`src/efi_pkg.sv`:
```
// Purpose: Shared constants for the E3 transmit framing error inserter.
// Assumes: Avalon-MM slave with 32-bit data and byte addresses.
// Notes: Register indices are kept as printed; byte address is four times the index.
package efi_pkg;
    // Register indices and byte addresses
    localparam int EFI_ADDR_W = 12;
    localparam logic [EFI_ADDR_W-1:0] EFI_CTRL_IDX = 12'h11a;
    localparam logic [EFI_ADDR_W-1:0] EFI_STAT_IDX = 12'h11b;
    localparam logic [EFI_ADDR_W-1:0] EFI_CTRL_ADDR = 12'h468;
    localparam logic [EFI_ADDR_W-1:0] EFI_STAT_ADDR = 12'h46c;

    // Control register fields
    localparam int EFI_SRC_BIT = 0;
    localparam int EFI_SWTRIG_BIT = 1;
    localparam int EFI_EN_BIT = 2;
    localparam int EFI_KIND_LSB = 3;
    localparam int EFI_CTRL_W = 5;
    localparam logic [15:0] EFI_CTRL_RST = 16'h0000;

    // Status register fields
    localparam int EFI_ST_PEND_BIT = 0;
    localparam int EFI_ST_LEFT_LSB = 1;
    localparam int EFI_ST_ACT_BIT = 4;
    localparam int EFI_ST_CNT_LSB = 8;

    // Frame alignment word and burst length
    localparam int EFI_FAS_LEN = 10;
    localparam logic [2:0] EFI_BURST_MORE = 3'h3;

    // Transmit symbol layout
    localparam int EFI_SYM_BIT = 0;
    localparam int EFI_SYM_FAS = 1;
    localparam int EFI_SYM_START = 2;
    localparam int EFI_SYM_W = 3;
    localparam int EFI_FIFO_DEPTH = 4;

    // Error kinds
    typedef enum logic [1:0] {
        EFI_BIT_ONE = 2'h0,
        EFI_WORD_ONE = 2'h1,
        EFI_BIT_FOUR = 2'h2,
        EFI_WORD_FOUR = 2'h3
    } efi_kind_t;
endpackage

```
`src/efi_stream_if.sv`:
```
// Purpose: Valid/ready symbol stream between the inserter and its FIFO.
// Assumes: Single clock domain.
// Notes: Producer drives valid and data, consumer drives ready.
`timescale 1ns/10ps
interface efi_stream_if #(parameter int W = 3);
    logic valid;
    logic ready;
    logic [W-1:0] data;
    modport src (output valid, output data, input ready);
    modport snk (input valid, input data, output ready);
endinterface

```
`src/efi_fifo.sv`:
```
// Purpose: Small synchronous FIFO in the transmit symbol path.
// Assumes: Push and pop in one clock domain, DEPTH a power of two.
// Notes: Full and empty are registered so ready and valid come from flops.
`timescale 1ns/10ps
module efi_fifo #(
    parameter int WIDTH = 3,
    parameter int DEPTH = 4
) (
    // Clock and reset
    input wire logic ref_clk,
    input wire logic srst,
    // Fill side and drain side
    efi_stream_if.snk push,
    efi_stream_if.src pop
);
    localparam int PW = $clog2(DEPTH);
    localparam logic [PW:0] DEPTH_C = (PW+1)'(DEPTH);

    logic [WIDTH-1:0] mem [DEPTH];
    logic [PW-1:0] wr_ptr;
    logic [PW-1:0] rd_ptr;
    logic [PW:0] count;
    logic [PW:0] next_count;
    logic full_q;
    logic empty_q;
    logic do_push;
    logic do_pop;

    // Handshakes; a stalled drain side lets the FIFO fill and push back
    assign do_push = push.valid && !full_q;
    assign do_pop = pop.ready && !empty_q;
    assign push.ready = !full_q;
    assign pop.valid = !empty_q;
    assign pop.data = mem[rd_ptr];

    always_comb begin
        next_count = count;
        if (do_push && !do_pop) begin
            next_count = count + 1'b1;
        end else if (do_pop && !do_push) begin
            next_count = count - 1'b1;
        end
    end

    // Storage; no reset needed on the data words
    always_ff @(posedge ref_clk) begin
        if (do_push) begin
            mem[wr_ptr] <= push.data;
        end
    end

    // Pointers and flags
    always_ff @(posedge ref_clk) begin
        if (srst) begin
            wr_ptr <= '0;
            rd_ptr <= '0;
            count <= '0;
            full_q <= 1'b0;
            empty_q <= 1'b1;
        end else begin
            if (do_push) begin
                wr_ptr <= wr_ptr + 1'b1;
            end
            if (do_pop) begin
                rd_ptr <= rd_ptr + 1'b1;
            end
            count <= next_count;
            full_q <= (next_count == DEPTH_C);
            empty_q <= (next_count == '0);
        end
    end
endmodule

```
`src/efi_inserter.sv`:
```
// Purpose: E3 transmit framing error inserter with Avalon-MM control registers.
// Assumes: One transmit symbol per beat, alignment bits flagged, first one marked.
// Notes: Corrupted symbols pass through a four-word FIFO to the line side.
//
// Summary of operation
// - Kinds 00/01: one bit or word, one frame
// - Kinds 10/11: bit or word, four frames
// - No corruption while insertion enable is zero
// - Software trigger rising edge inserts one error
// - Repeated toggles before opportunity give one error
// - Source select picks software or external trigger
// - Switching source with trigger high may insert
// - Alignment word spans up to ten bits
`timescale 1ns/10ps
module efi_inserter
    import efi_pkg::*;
(
    // Clock and reset
    input wire logic ref_clk,
    input wire logic srst,
    // Avalon-MM slave
    input wire logic [EFI_ADDR_W-1:0] address,
    input wire logic read,
    input wire logic write,
    input wire logic [3:0] byteenable,
    input wire logic [31:0] writedata,
    output logic [31:0] readdata,
    output logic waitrequest,
    // External manual insert request, asynchronous
    input wire logic ext_err_insert_input,
    // Transmit symbols in from the frame generator
    input wire logic in_valid,
    output logic in_ready,
    input wire logic in_bit,
    input wire logic in_fas,
    input wire logic in_fas_start,
    // Transmit symbols out to the line
    output logic out_valid,
    input wire logic out_ready,
    output logic out_bit,
    output logic out_fas,
    output logic out_fas_start
);
    typedef enum logic [0:0] {
        EFI_BUS_IDLE,
        EFI_BUS_ACK
    } efi_bus_st_t;

    efi_bus_st_t bus_st;
    logic [EFI_CTRL_W-1:0] ctrl;
    logic src_sel;
    logic sw_trig;
    logic en;
    efi_kind_t kind;
    logic wr_ctrl;
    logic [31:0] rd_mux;

    logic ext_meta;
    logic ext_sync;
    logic trig_level;
    logic trig_q;
    logic req;
    logic pending;

    logic fire;
    logic opp;
    logic take;
    logic [2:0] frames_left;
    logic burst_more;
    logic cur_corrupt;
    logic word_q;
    logic [3:0] fas_cnt;
    logic flip;
    logic [7:0] err_count;

    efi_stream_if #(.W(EFI_SYM_W)) fill_if ();
    efi_stream_if #(.W(EFI_SYM_W)) drain_if ();

    // Field views of the control register
    assign src_sel = ctrl[EFI_SRC_BIT];
    assign sw_trig = ctrl[EFI_SWTRIG_BIT];
    assign en = ctrl[EFI_EN_BIT];
    assign kind = efi_kind_t'(ctrl[EFI_KIND_LSB +: 2]);

    // Bus handshake: one wait cycle, then the transfer completes
    always_ff @(posedge ref_clk) begin
        if (srst) begin
            bus_st <= EFI_BUS_IDLE;
            waitrequest <= 1'b1;
        end else begin
            unique case (bus_st)
                EFI_BUS_IDLE: begin
                    if (read || write) begin
                        waitrequest <= 1'b0;
                        bus_st <= EFI_BUS_ACK;
                    end
                end
                EFI_BUS_ACK: begin
                    waitrequest <= 1'b1;
                    bus_st <= EFI_BUS_IDLE;
                end
            endcase
        end
    end

    // Read mux; unmapped addresses read as zero
    always_comb begin
        rd_mux = 32'h0000_0000;
        if (address == EFI_CTRL_ADDR) begin
            rd_mux[EFI_CTRL_W-1:0] = ctrl;
        end else if (address == EFI_STAT_ADDR) begin
            rd_mux[EFI_ST_PEND_BIT] = pending;
            rd_mux[EFI_ST_LEFT_LSB +: 3] = frames_left;
            rd_mux[EFI_ST_ACT_BIT] = cur_corrupt;
            rd_mux[EFI_ST_CNT_LSB +: 8] = err_count;
        end
    end

    // Read data is loaded with the wait release and stands through that cycle
    always_ff @(posedge ref_clk) begin
        if (srst) begin
            readdata <= 32'h0000_0000;
        end else if (bus_st == EFI_BUS_IDLE && read) begin
            readdata <= rd_mux;
        end
    end

    // Writes land at the edge where waitrequest is seen low
    assign wr_ctrl = (bus_st == EFI_BUS_ACK) && write && byteenable[0]
                     && (address == EFI_CTRL_ADDR);

    // Control register; reserved bits are not stored and read zero
    always_ff @(posedge ref_clk) begin
        if (srst) begin
            ctrl <= EFI_CTRL_RST[EFI_CTRL_W-1:0];
        end else if (wr_ctrl) begin
            ctrl <= writedata[EFI_CTRL_W-1:0];
        end
    end

    // External request crosses in through two flops before any use
    always_ff @(posedge ref_clk) begin
        if (srst) begin
            ext_meta <= 1'b0;
            ext_sync <= 1'b0;
        end else begin
            ext_meta <= ext_err_insert_input;
            ext_sync <= ext_meta;
        end
    end

    // a source swap may look like an edge; that is accepted behaviour
    assign trig_level = src_sel ? ext_sync : sw_trig;

    // Previous trigger level for edge detection
    always_ff @(posedge ref_clk) begin
        if (srst) begin
            trig_q <= 1'b0;
        end else begin
            trig_q <= trig_level;
        end
    end

    // a held trigger gives no further edge
    assign req = trig_level && !trig_q;

    // Symbol handshake and insertion opportunity at the alignment word start
    assign fire = in_valid && in_ready;
    assign opp = fire && in_fas && in_fas_start;
    assign burst_more = (frames_left != 3'h0);
    // A request waits until any running burst has finished
    assign take = opp && pending && en && !burst_more;

    // one pending flag, so extra edges merge into one error
    always_ff @(posedge ref_clk) begin
        if (srst) begin
            pending <= 1'b0;
        end else if (req && en) begin
            pending <= 1'b1; // A new edge beats the clear in the same cycle
        end else if (take || !en) begin
            pending <= 1'b0;
        end
    end

    // kind bit 0 latched as word error
    always_ff @(posedge ref_clk) begin
        if (srst) begin
            frames_left <= 3'h0;
            word_q <= 1'b0;
        end else if (!en) begin
            frames_left <= 3'h0;
        end else if (take) begin
            frames_left <= kind[1] ? EFI_BURST_MORE : 3'h0;
            word_q <= kind[0];
        end else if (opp && burst_more) begin
            frames_left <= frames_left - 1'b1;
        end
    end

    // Current frame being corrupted; cleared by the first accepted symbol after the alignment word
    always_ff @(posedge ref_clk) begin
        if (srst) begin
            cur_corrupt <= 1'b0;
        end else if (opp) begin
            cur_corrupt <= en && (take || burst_more);
        end else if (fire && !in_fas) begin
            cur_corrupt <= 1'b0;
        end
    end

    // alignment bit count, capped at ten
    always_ff @(posedge ref_clk) begin
        if (srst) begin
            fas_cnt <= 4'h0;
        end else if (opp) begin
            fas_cnt <= 4'h1;
        end else if (fire && in_fas && fas_cnt < 4'(EFI_FAS_LEN)) begin
            fas_cnt <= fas_cnt + 1'b1;
        end
    end

    // invert first bit, or every alignment bit for a word error
    always_comb begin
        flip = 1'b0;
        if (fire && in_fas && en) begin
            if (in_fas_start) begin
                flip = take || burst_more;
            end else begin
                flip = cur_corrupt && word_q && (fas_cnt < 4'(EFI_FAS_LEN));
            end
        end
    end

    // Frames corrupted so far, wraps, visible in status
    always_ff @(posedge ref_clk) begin
        if (srst) begin
            err_count <= 8'h00;
        end else if (opp && en && (take || burst_more)) begin
            err_count <= err_count + 1'b1;
        end
    end

    // Symbols into the FIFO; back-pressure reaches the frame generator
    assign fill_if.valid = in_valid;
    assign fill_if.data[EFI_SYM_BIT] = in_bit ^ flip;
    assign fill_if.data[EFI_SYM_FAS] = in_fas;
    assign fill_if.data[EFI_SYM_START] = in_fas_start;
    assign in_ready = fill_if.ready;

    efi_fifo #(
        .WIDTH(EFI_SYM_W),
        .DEPTH(EFI_FIFO_DEPTH)
    ) u_fifo (
        .ref_clk(ref_clk),
        .srst(srst),
        .push(fill_if.snk),
        .pop(drain_if.src)
    );

    // Line side comes straight from FIFO flops
    assign drain_if.ready = out_ready;
    assign out_valid = drain_if.valid;
    assign out_bit = drain_if.data[EFI_SYM_BIT];
    assign out_fas = drain_if.data[EFI_SYM_FAS];
    assign out_fas_start = drain_if.data[EFI_SYM_START];
endmodule

```
`config.mk`:
```
export PLATFORM = sky130hd
export DESIGN_NAME = efi_inserter
export DESIGN_NICKNAME = d
export VERILOG_FILES = /design/src/efi_pkg.sv /design/src/efi_stream_if.sv /design/src/efi_fifo.sv /design/src/efi_inserter.sv
export SDC_FILE = /design/constraint.sdc
export NUM_CORES = 1
export LEC_CHECK = 0
export BUFFER_PORTS_ARGS = -buffer_cell sky130_fd_sc_hd__buf_4
export CAP_MARGIN = 0
export CORE_ASPECT_RATIO = 0.7
export CORE_MARGIN = 3
export CORE_UTILIZATION = 54
export DETAILED_ROUTE_END_ITERATION = 7
export PLACE_DENSITY = 0.86
export SKIP_CTS_REPAIR_TIMING = 1
export SLEW_MARGIN = 25
export SYNTH_ARGS = -nofsm -noshare
export SYNTH_HDL_FRONTEND = slang
export SYNTH_SLANG_ARGS = --single-unit
export TNS_END_PERCENT = 50
```
`constraint.sdc`:
```
create_clock -name ref_clk -period 5.1 [get_ports ref_clk]
set_input_delay 1.02 -clock ref_clk [delete_from_list [all_inputs] [get_ports ref_clk]]
set_output_delay 1.02 -clock ref_clk [all_outputs]
set_load 0.02 [all_outputs]
```
==> metrics.cfg, run 1 <==
[outcome]
outcome=finished, final reports clean

[sta]
slew-limit-headroom_pct=46.9
whs_ns=0.438
hold_viol=0
final-setup-viol-count=0
period_needed_ns=2.70
post-route-period-util_pct=52.9
tns_ns=0
fin_skew_ns=0.00848
slew_violations=0
worstMarginPinSlew_ns=0.791
fmax_mhz=371
rsz0062_at_grt=false

[setup_path]
cp_top_family=simple AND/OR/NAND/NOR gates
cp_max_fo=11
crit_required_ns=5.24
start_kind=input port
slowest_delay_ns=0.61
rr_startpoint=frames_left[0]$_SDFFE_PP0P_
r2r_end=err_count[7]$_SDFFE_PP0P_
worstRegToRegCells=7
path_class=input port to flip-flop
setup.worst_path.end_class=flip-flop
arrival_ns=2.84
path_cells=buf_4 -> nor2b_1 -> nand3_1 -> o41ai_1 -> xor2_1
critical_path_buf_inv_count=1
cp_slowest_cell=nor2b_1
r2r_slack_ns=2.76
critical_path_depth=5

[floorplan]
die_x_um=94.1
start_util_pct=58.5
rows=21
fp.dieH_um=67.7
core_area_sq_um=5020
pin_count=96
dieArea_sq_um=6370

[logic_synthesis]
synth_top_cell_by_area=dfxtp_1
synth_ff_type=dfxtp_1
yosysTopAreaCellShare_pct=35.5
synth_cell_types=48
avgSynthCellArea_sq_um=9.95
async_flop_share_pct=0
synth_warnings=0
synthCells=295
synth_seq_area_share_pct=47.7
synth-seq-cells=64
synth_area_leaders=dfxtp_1 35%, edfxtp_1 12%, buf_4 4.9%
synth_area_sq_um=2940
synth_edf_count=12

[place]
io_buffers=46
dpl_cell_area_sq_um=3250
place_hpwl_mm=4.28
finalWeightedCongestion=0.757

[cells_and_area]
fillerInstances=389
fin_nets=406
mostFrequentLayoutCells=52 x dfxtp_1, 46 x buf_4, 32 x nor2_1
final_layout_size_suffix_gt1_share_pct=20.4
utilization_pct=68.5
final_common_cell=dfxtp_1
antenna_cells=0
stdcell_area_sq_um=3440
syn_to_final_growth_pct=17.1

[global_routing]
grt_first_pass_wirelength_mm=9.59
antenna_found_initial=0
grt_pass1_vias=1988
grt_max_degree=48
grtUsageTotal_pct=19.9
grt_overflow=0

[drt]
drtPass1Iterations=4
via_count=2212
wl_per_cell_um=14.3
drcViolationCount=0
routed_wl_mm=5.91
via_per_inst=5.37
final_antenna_net_count=0
drtIter0Drc=186

[worst_hold_path]
hp-class=flip-flop to flip-flop
hold_path_startpoint=ext_meta$_SDFF_PP0_
holdPathStages=1
whs_endpoint=ext_sync$_SDFF_PP0_

[power_and_ir_drop]
p_leak_nw=1.35
p_per_area_nw_per_um2=339
finalPower_w=0.00116
vdd_ir_drop_max_v=0.000199

[clocking]
root_buffer=clkbuf_8
cts_tree=done
clock_sinks=64
cts_buffer_depth=2
cts_buffers=9
clk_pin_slew_ns=0.07
clkLatencyLatePin_ns=0.34
htreeDepth=3

[flow_run]
drv_cap=0

-- worst max path at each step --
stage | to | startpoint | slack, ns
finish | u_fifo.mem[1][0]$_DFFE_PP_ | in_valid | 2.40
global route | u_fifo.mem[0][0]$_DFFE_PP_ | in_valid | 2.22
CTS | u_fifo.mem[1][0]$_DFFE_PP_ | in_valid | 2.42
detailed placement | u_fifo.mem[1][0]$_DFFE_PP_ | in_valid | 2.06
global placement | readdata[4]$_SDFFE_PP0P_ | address[9] | 1.98
floorplan | readdata[3]$_SDFFE_PP0P_ | address[9] | 2.66
-- cells by family after synthesis --
logic type / after synthesis / share of synthesized area [%]
compound gates: 48 / 10.5
buf+inv: 46 / 8.44
fa+ha+maj: 10 / 4.26
simple gates: 101 / 19.6
xor+xnor: 12 / 3.58
other cells: 1 / 0.128
mux: 13 / 5.75
flops: 64 / 47.7
-- cells in the mapped netlist, types with 3 or more instances --
master and count:
mux4_2 3, clkbuf_1 8, a21oi_1 17, a22oi_1 13, and2_1 4, inv_1 14, buf_4 19, nand2b_1 4
nor3_1 6, buf_2 3, o31ai_1 3, o21ai_0 6, dfxtp_1 52, mux2i_1 9, nor2b_1 6, nand3_1 10
nor2_1 32, xor2_1 6, nand4_1 6, edfxtp_1 12, ha_1 10, nand2_1 14, xnor2_1 6
-- routing by layer --
layer	vias to the layer above	GRT usage, %	wire [um]
li1	1091	-	-
met1	1040	26.6	2660
met2	70	30.9	2780
met3	11	5.68	396
met4	0	7.21	76
met5	-	0	0
-- power by group --
part           internal, W  total [W]  switching [W]
sequential        0.000544   0.000568      0.0000240
combinational    0.0000782   0.000180       0.000102
clock             0.000228   0.000416       0.000188
-- layout make-up --
| class | instances | area (sq um) | area share, % |
|---|---|---|---|
| flip-flops and latches | 64 | 1400 | 40.8 |
| multi-input cells | 203 | 1360 | 39.6 |
| repair buffers | 46 | 345 | 10.0 |
| clock buffers | 12 | 135 | 3.93 |
| well taps | 69 | 86.3 | 2.51 |
| clock inverters | 4 | 55.1 | 1.60 |
| inverters | 14 | 52.6 | 1.53 |
-- metrics by stage --
stage	worst slack, ns	std cells
after floorplan	2.66	313
after global placement	1.98	396
after detailed placement	2.06	396
after CTS	2.42	412
after global routing	2.22	412
final	2.40	412
-- registers in the layout, summed over array words and instances (netlist names), 2 cells and up, named ones only --
name and cells:
fas_cnt 4, u_fifo.count 3, err_count 8, u_fifo.rd_ptr 2, u_fifo.mem 12, ctrl 5, u_fifo.wr_ptr 2, readdata 13
frames_left 3
-- worst register-to-register path: stages (launching register included) --
cell     delay (ns)
dfxtp_1        0.38
inv_1          0.06
ha_1           0.19
ha_1           0.29
nor2b_1        0.20
or4_4          0.52
or4_1          0.48
a21oi_1        0.14
Power figures use the tool's default switching activity.
==> run 2, diff against run 1 <==
- CORE_UTILIZATION: 54 -> 50
- PLACE_DENSITY: 0.86 -> 0.81
- clock period: 5.1 -> 2.75 ns (I/O delays scaled with it)
==> metrics.cfg, run 2 (synthesized netlist as in run 1, its figures left out) <==
[floorplan]
core_area_sq_um=5450
dieArea_sq_um=6840
start_util_pct=53.9
fp.dieH_um=70.1
die_x_um=97.6
pin_count=96
rows=22

[setup_path]
start_kind=flip-flop
cp_max_fo=9
cp_slowest_cell=or4_4
worstRegToRegCells=7
setup.worst_path.end_class=flip-flop
cp_top_family=simple AND/OR/NAND/NOR gates
cp-startpoint=frames_left[0]$_SDFFE_PP0P_
path_class=flip-flop to flip-flop
critical_path_buf_inv_count=1
path_cells=inv_1 -> ha_1 -> ha_1 -> nor2b_1 -> or4_4 -> or4_1 -> a21oi_1
r2r_end=err_count[7]$_SDFFE_PP0P_
r2r_slack_ns=0.40
arrival_ns=2.62
crit_required_ns=3.02
crit_path_frequent_cell=ha_1
rr_startpoint=frames_left[0]$_SDFFE_PP0P_
slowest_delay_ns=0.53

[sta]
worstMarginPinSlew_ns=0.582
slew-limit-headroom_pct=61.1
fin_skew_ns=0.00957
tns_ns=0
final-setup-viol-count=0
period_needed_ns=2.35
fin_ws_ns=0.401
fmax_mhz=426
hold_viol=0
post-route-period-util_pct=85.4
whs_ns=0.431
slew_violations=0
rsz0062_at_grt=false

[power_and_ir_drop]
p_int_w=0.00156
switching_share_pct=27.0
switching_power_w=0.000576
finalPower_w=0.00213
combPwrFrac_pct=15.9
p_per_area_nw_per_um2=620
p_leak_nw=1.34
vdd_ir_drop_max_v=0.000341
p_clk_share_pct=34.7
seqPwrFrac_pct=49.5

[clocking]
clk_pin_slew_ns=0.07
clkLatencyLatePin_ns=0.34
cts_buffer_depth=2
cts_tree=done
htreeDepth=3
root_buffer=clkbuf_8
cts_buffers=9
clock_sinks=64

[worst_hold_path]
hold_path_startpoint=ext_err_insert_input
hp-class=input port to flip-flop
whs_endpoint=ext_meta$_SDFF_PP0_
holdPathStages=2

[cells_and_area]
fin_nets=408
final_common_cell=dfxtp_1
largest_reg_flops=13
regMostFlops=readdata
mostFrequentLayoutCells=52 x dfxtp_1, 48 x buf_4, 32 x nor2_1
stdcell_area_sq_um=3440
syn_to_final_growth_pct=17.3
antenna_cells=0
final_layout_size_suffix_gt1_share_pct=20.9
largestRegisters=readdata (13), u_fifo.mem (12), err_count (8)

[global_routing]
grtUsageMet3_pct=7.88
grt_first_pass_wirelength_mm=9.92
grtUsageTotal_pct=18.3
grtUsageMet1_pct=23.9
grt_pass1_vias=2098
grt_max_degree=48
grt_overflow=0
top_usage_layer=met2
use_met2_pct=27.1
antenna_found_initial=0

[place]
io_buffers=46
finalWeightedCongestion=0.774
place_hpwl_mm=4.24
dpl_cell_area_sq_um=3260
post-place-ws_ns=0.443

[drt]
drtPass1Iterations=6
via_count=2191
wl_per_cell_um=14.0
via_per_inst=5.27
routed_wl_mm=5.81
final_antenna_net_count=0
drcViolationCount=0
drtIter0Drc=175

[outcome]
outcome=finished, final reports clean

[flow_run]
drv_cap=0

## run 2: through the flow
step,std cells,utilization [%]
floorplan,313,-
global placement,401,59.8
detailed placement,401,59.8
CTS,416,63.2
global route,416,63.2
finish,416,63.2
## run 2: final cells by class
type | instances | area (sq um)
multi-input cells | 203 | 1350
clock inverters | 2 | 15.0
inverters | 14 | 52.6
repair buffers | 48 | 360
clock buffers | 13 | 170
fillers | 456 | 2010
well taps | 72 | 90.1
flip-flops and latches | 64 | 1400
## run 2: worst max path at each step
stage | end | slack, ns | cells after the start
5_1_grt | err_count[7]$_SDFFE_PP0P_ | 0.26 | 7
4_1_cts | err_count[7]$_SDFFE_PP0P_ | 0.40 | 7
3_3_place_gp | err_count[7]$_SDFFE_PP0P_ | 0.46 | 7
6_report | err_count[7]$_SDFFE_PP0P_ | 0.40 | 7
3_5_place_dp | err_count[7]$_SDFFE_PP0P_ | 0.44 | 7
2_1_floorplan | err_count[7]$_SDFFE_PP0P_ | 0.52 | 8
## run 2: worst register-to-register path, stage by stage, from the launching register on
cell and delay, ns:
dfxtp_1 0.38, inv_1 0.06, ha_1 0.20, ha_1 0.29, nor2b_1 0.20, or4_4 0.53
or4_1 0.49, a21oi_1 0.15
## run 2: routing by layer
metal / vias up / part of all wire [%] / routed length [um]
met2: 51 / 47 / 2710
met4: 0 / 1.3 / 73
met5: - / 0 / 0
met1: 1036 / 46 / 2700
li1: 1097 / - / -
met3: 7 / 5.7 / 329
## run 2: power by group through the flow
stage / logic, W / clock network [W] / registers (W)
after global routing: 0.000373 / 0.000812 / 0.00106
final: 0.000339 / 0.000740 / 0.00106
after detailed placement: 0.000334 / 0 / 0.00108
after floorplan: 0.000252 / 0 / 0.00107
after global placement: 0.000322 / 0 / 0.00107
after CTS: 0.000341 / 0.000760 / 0.00106
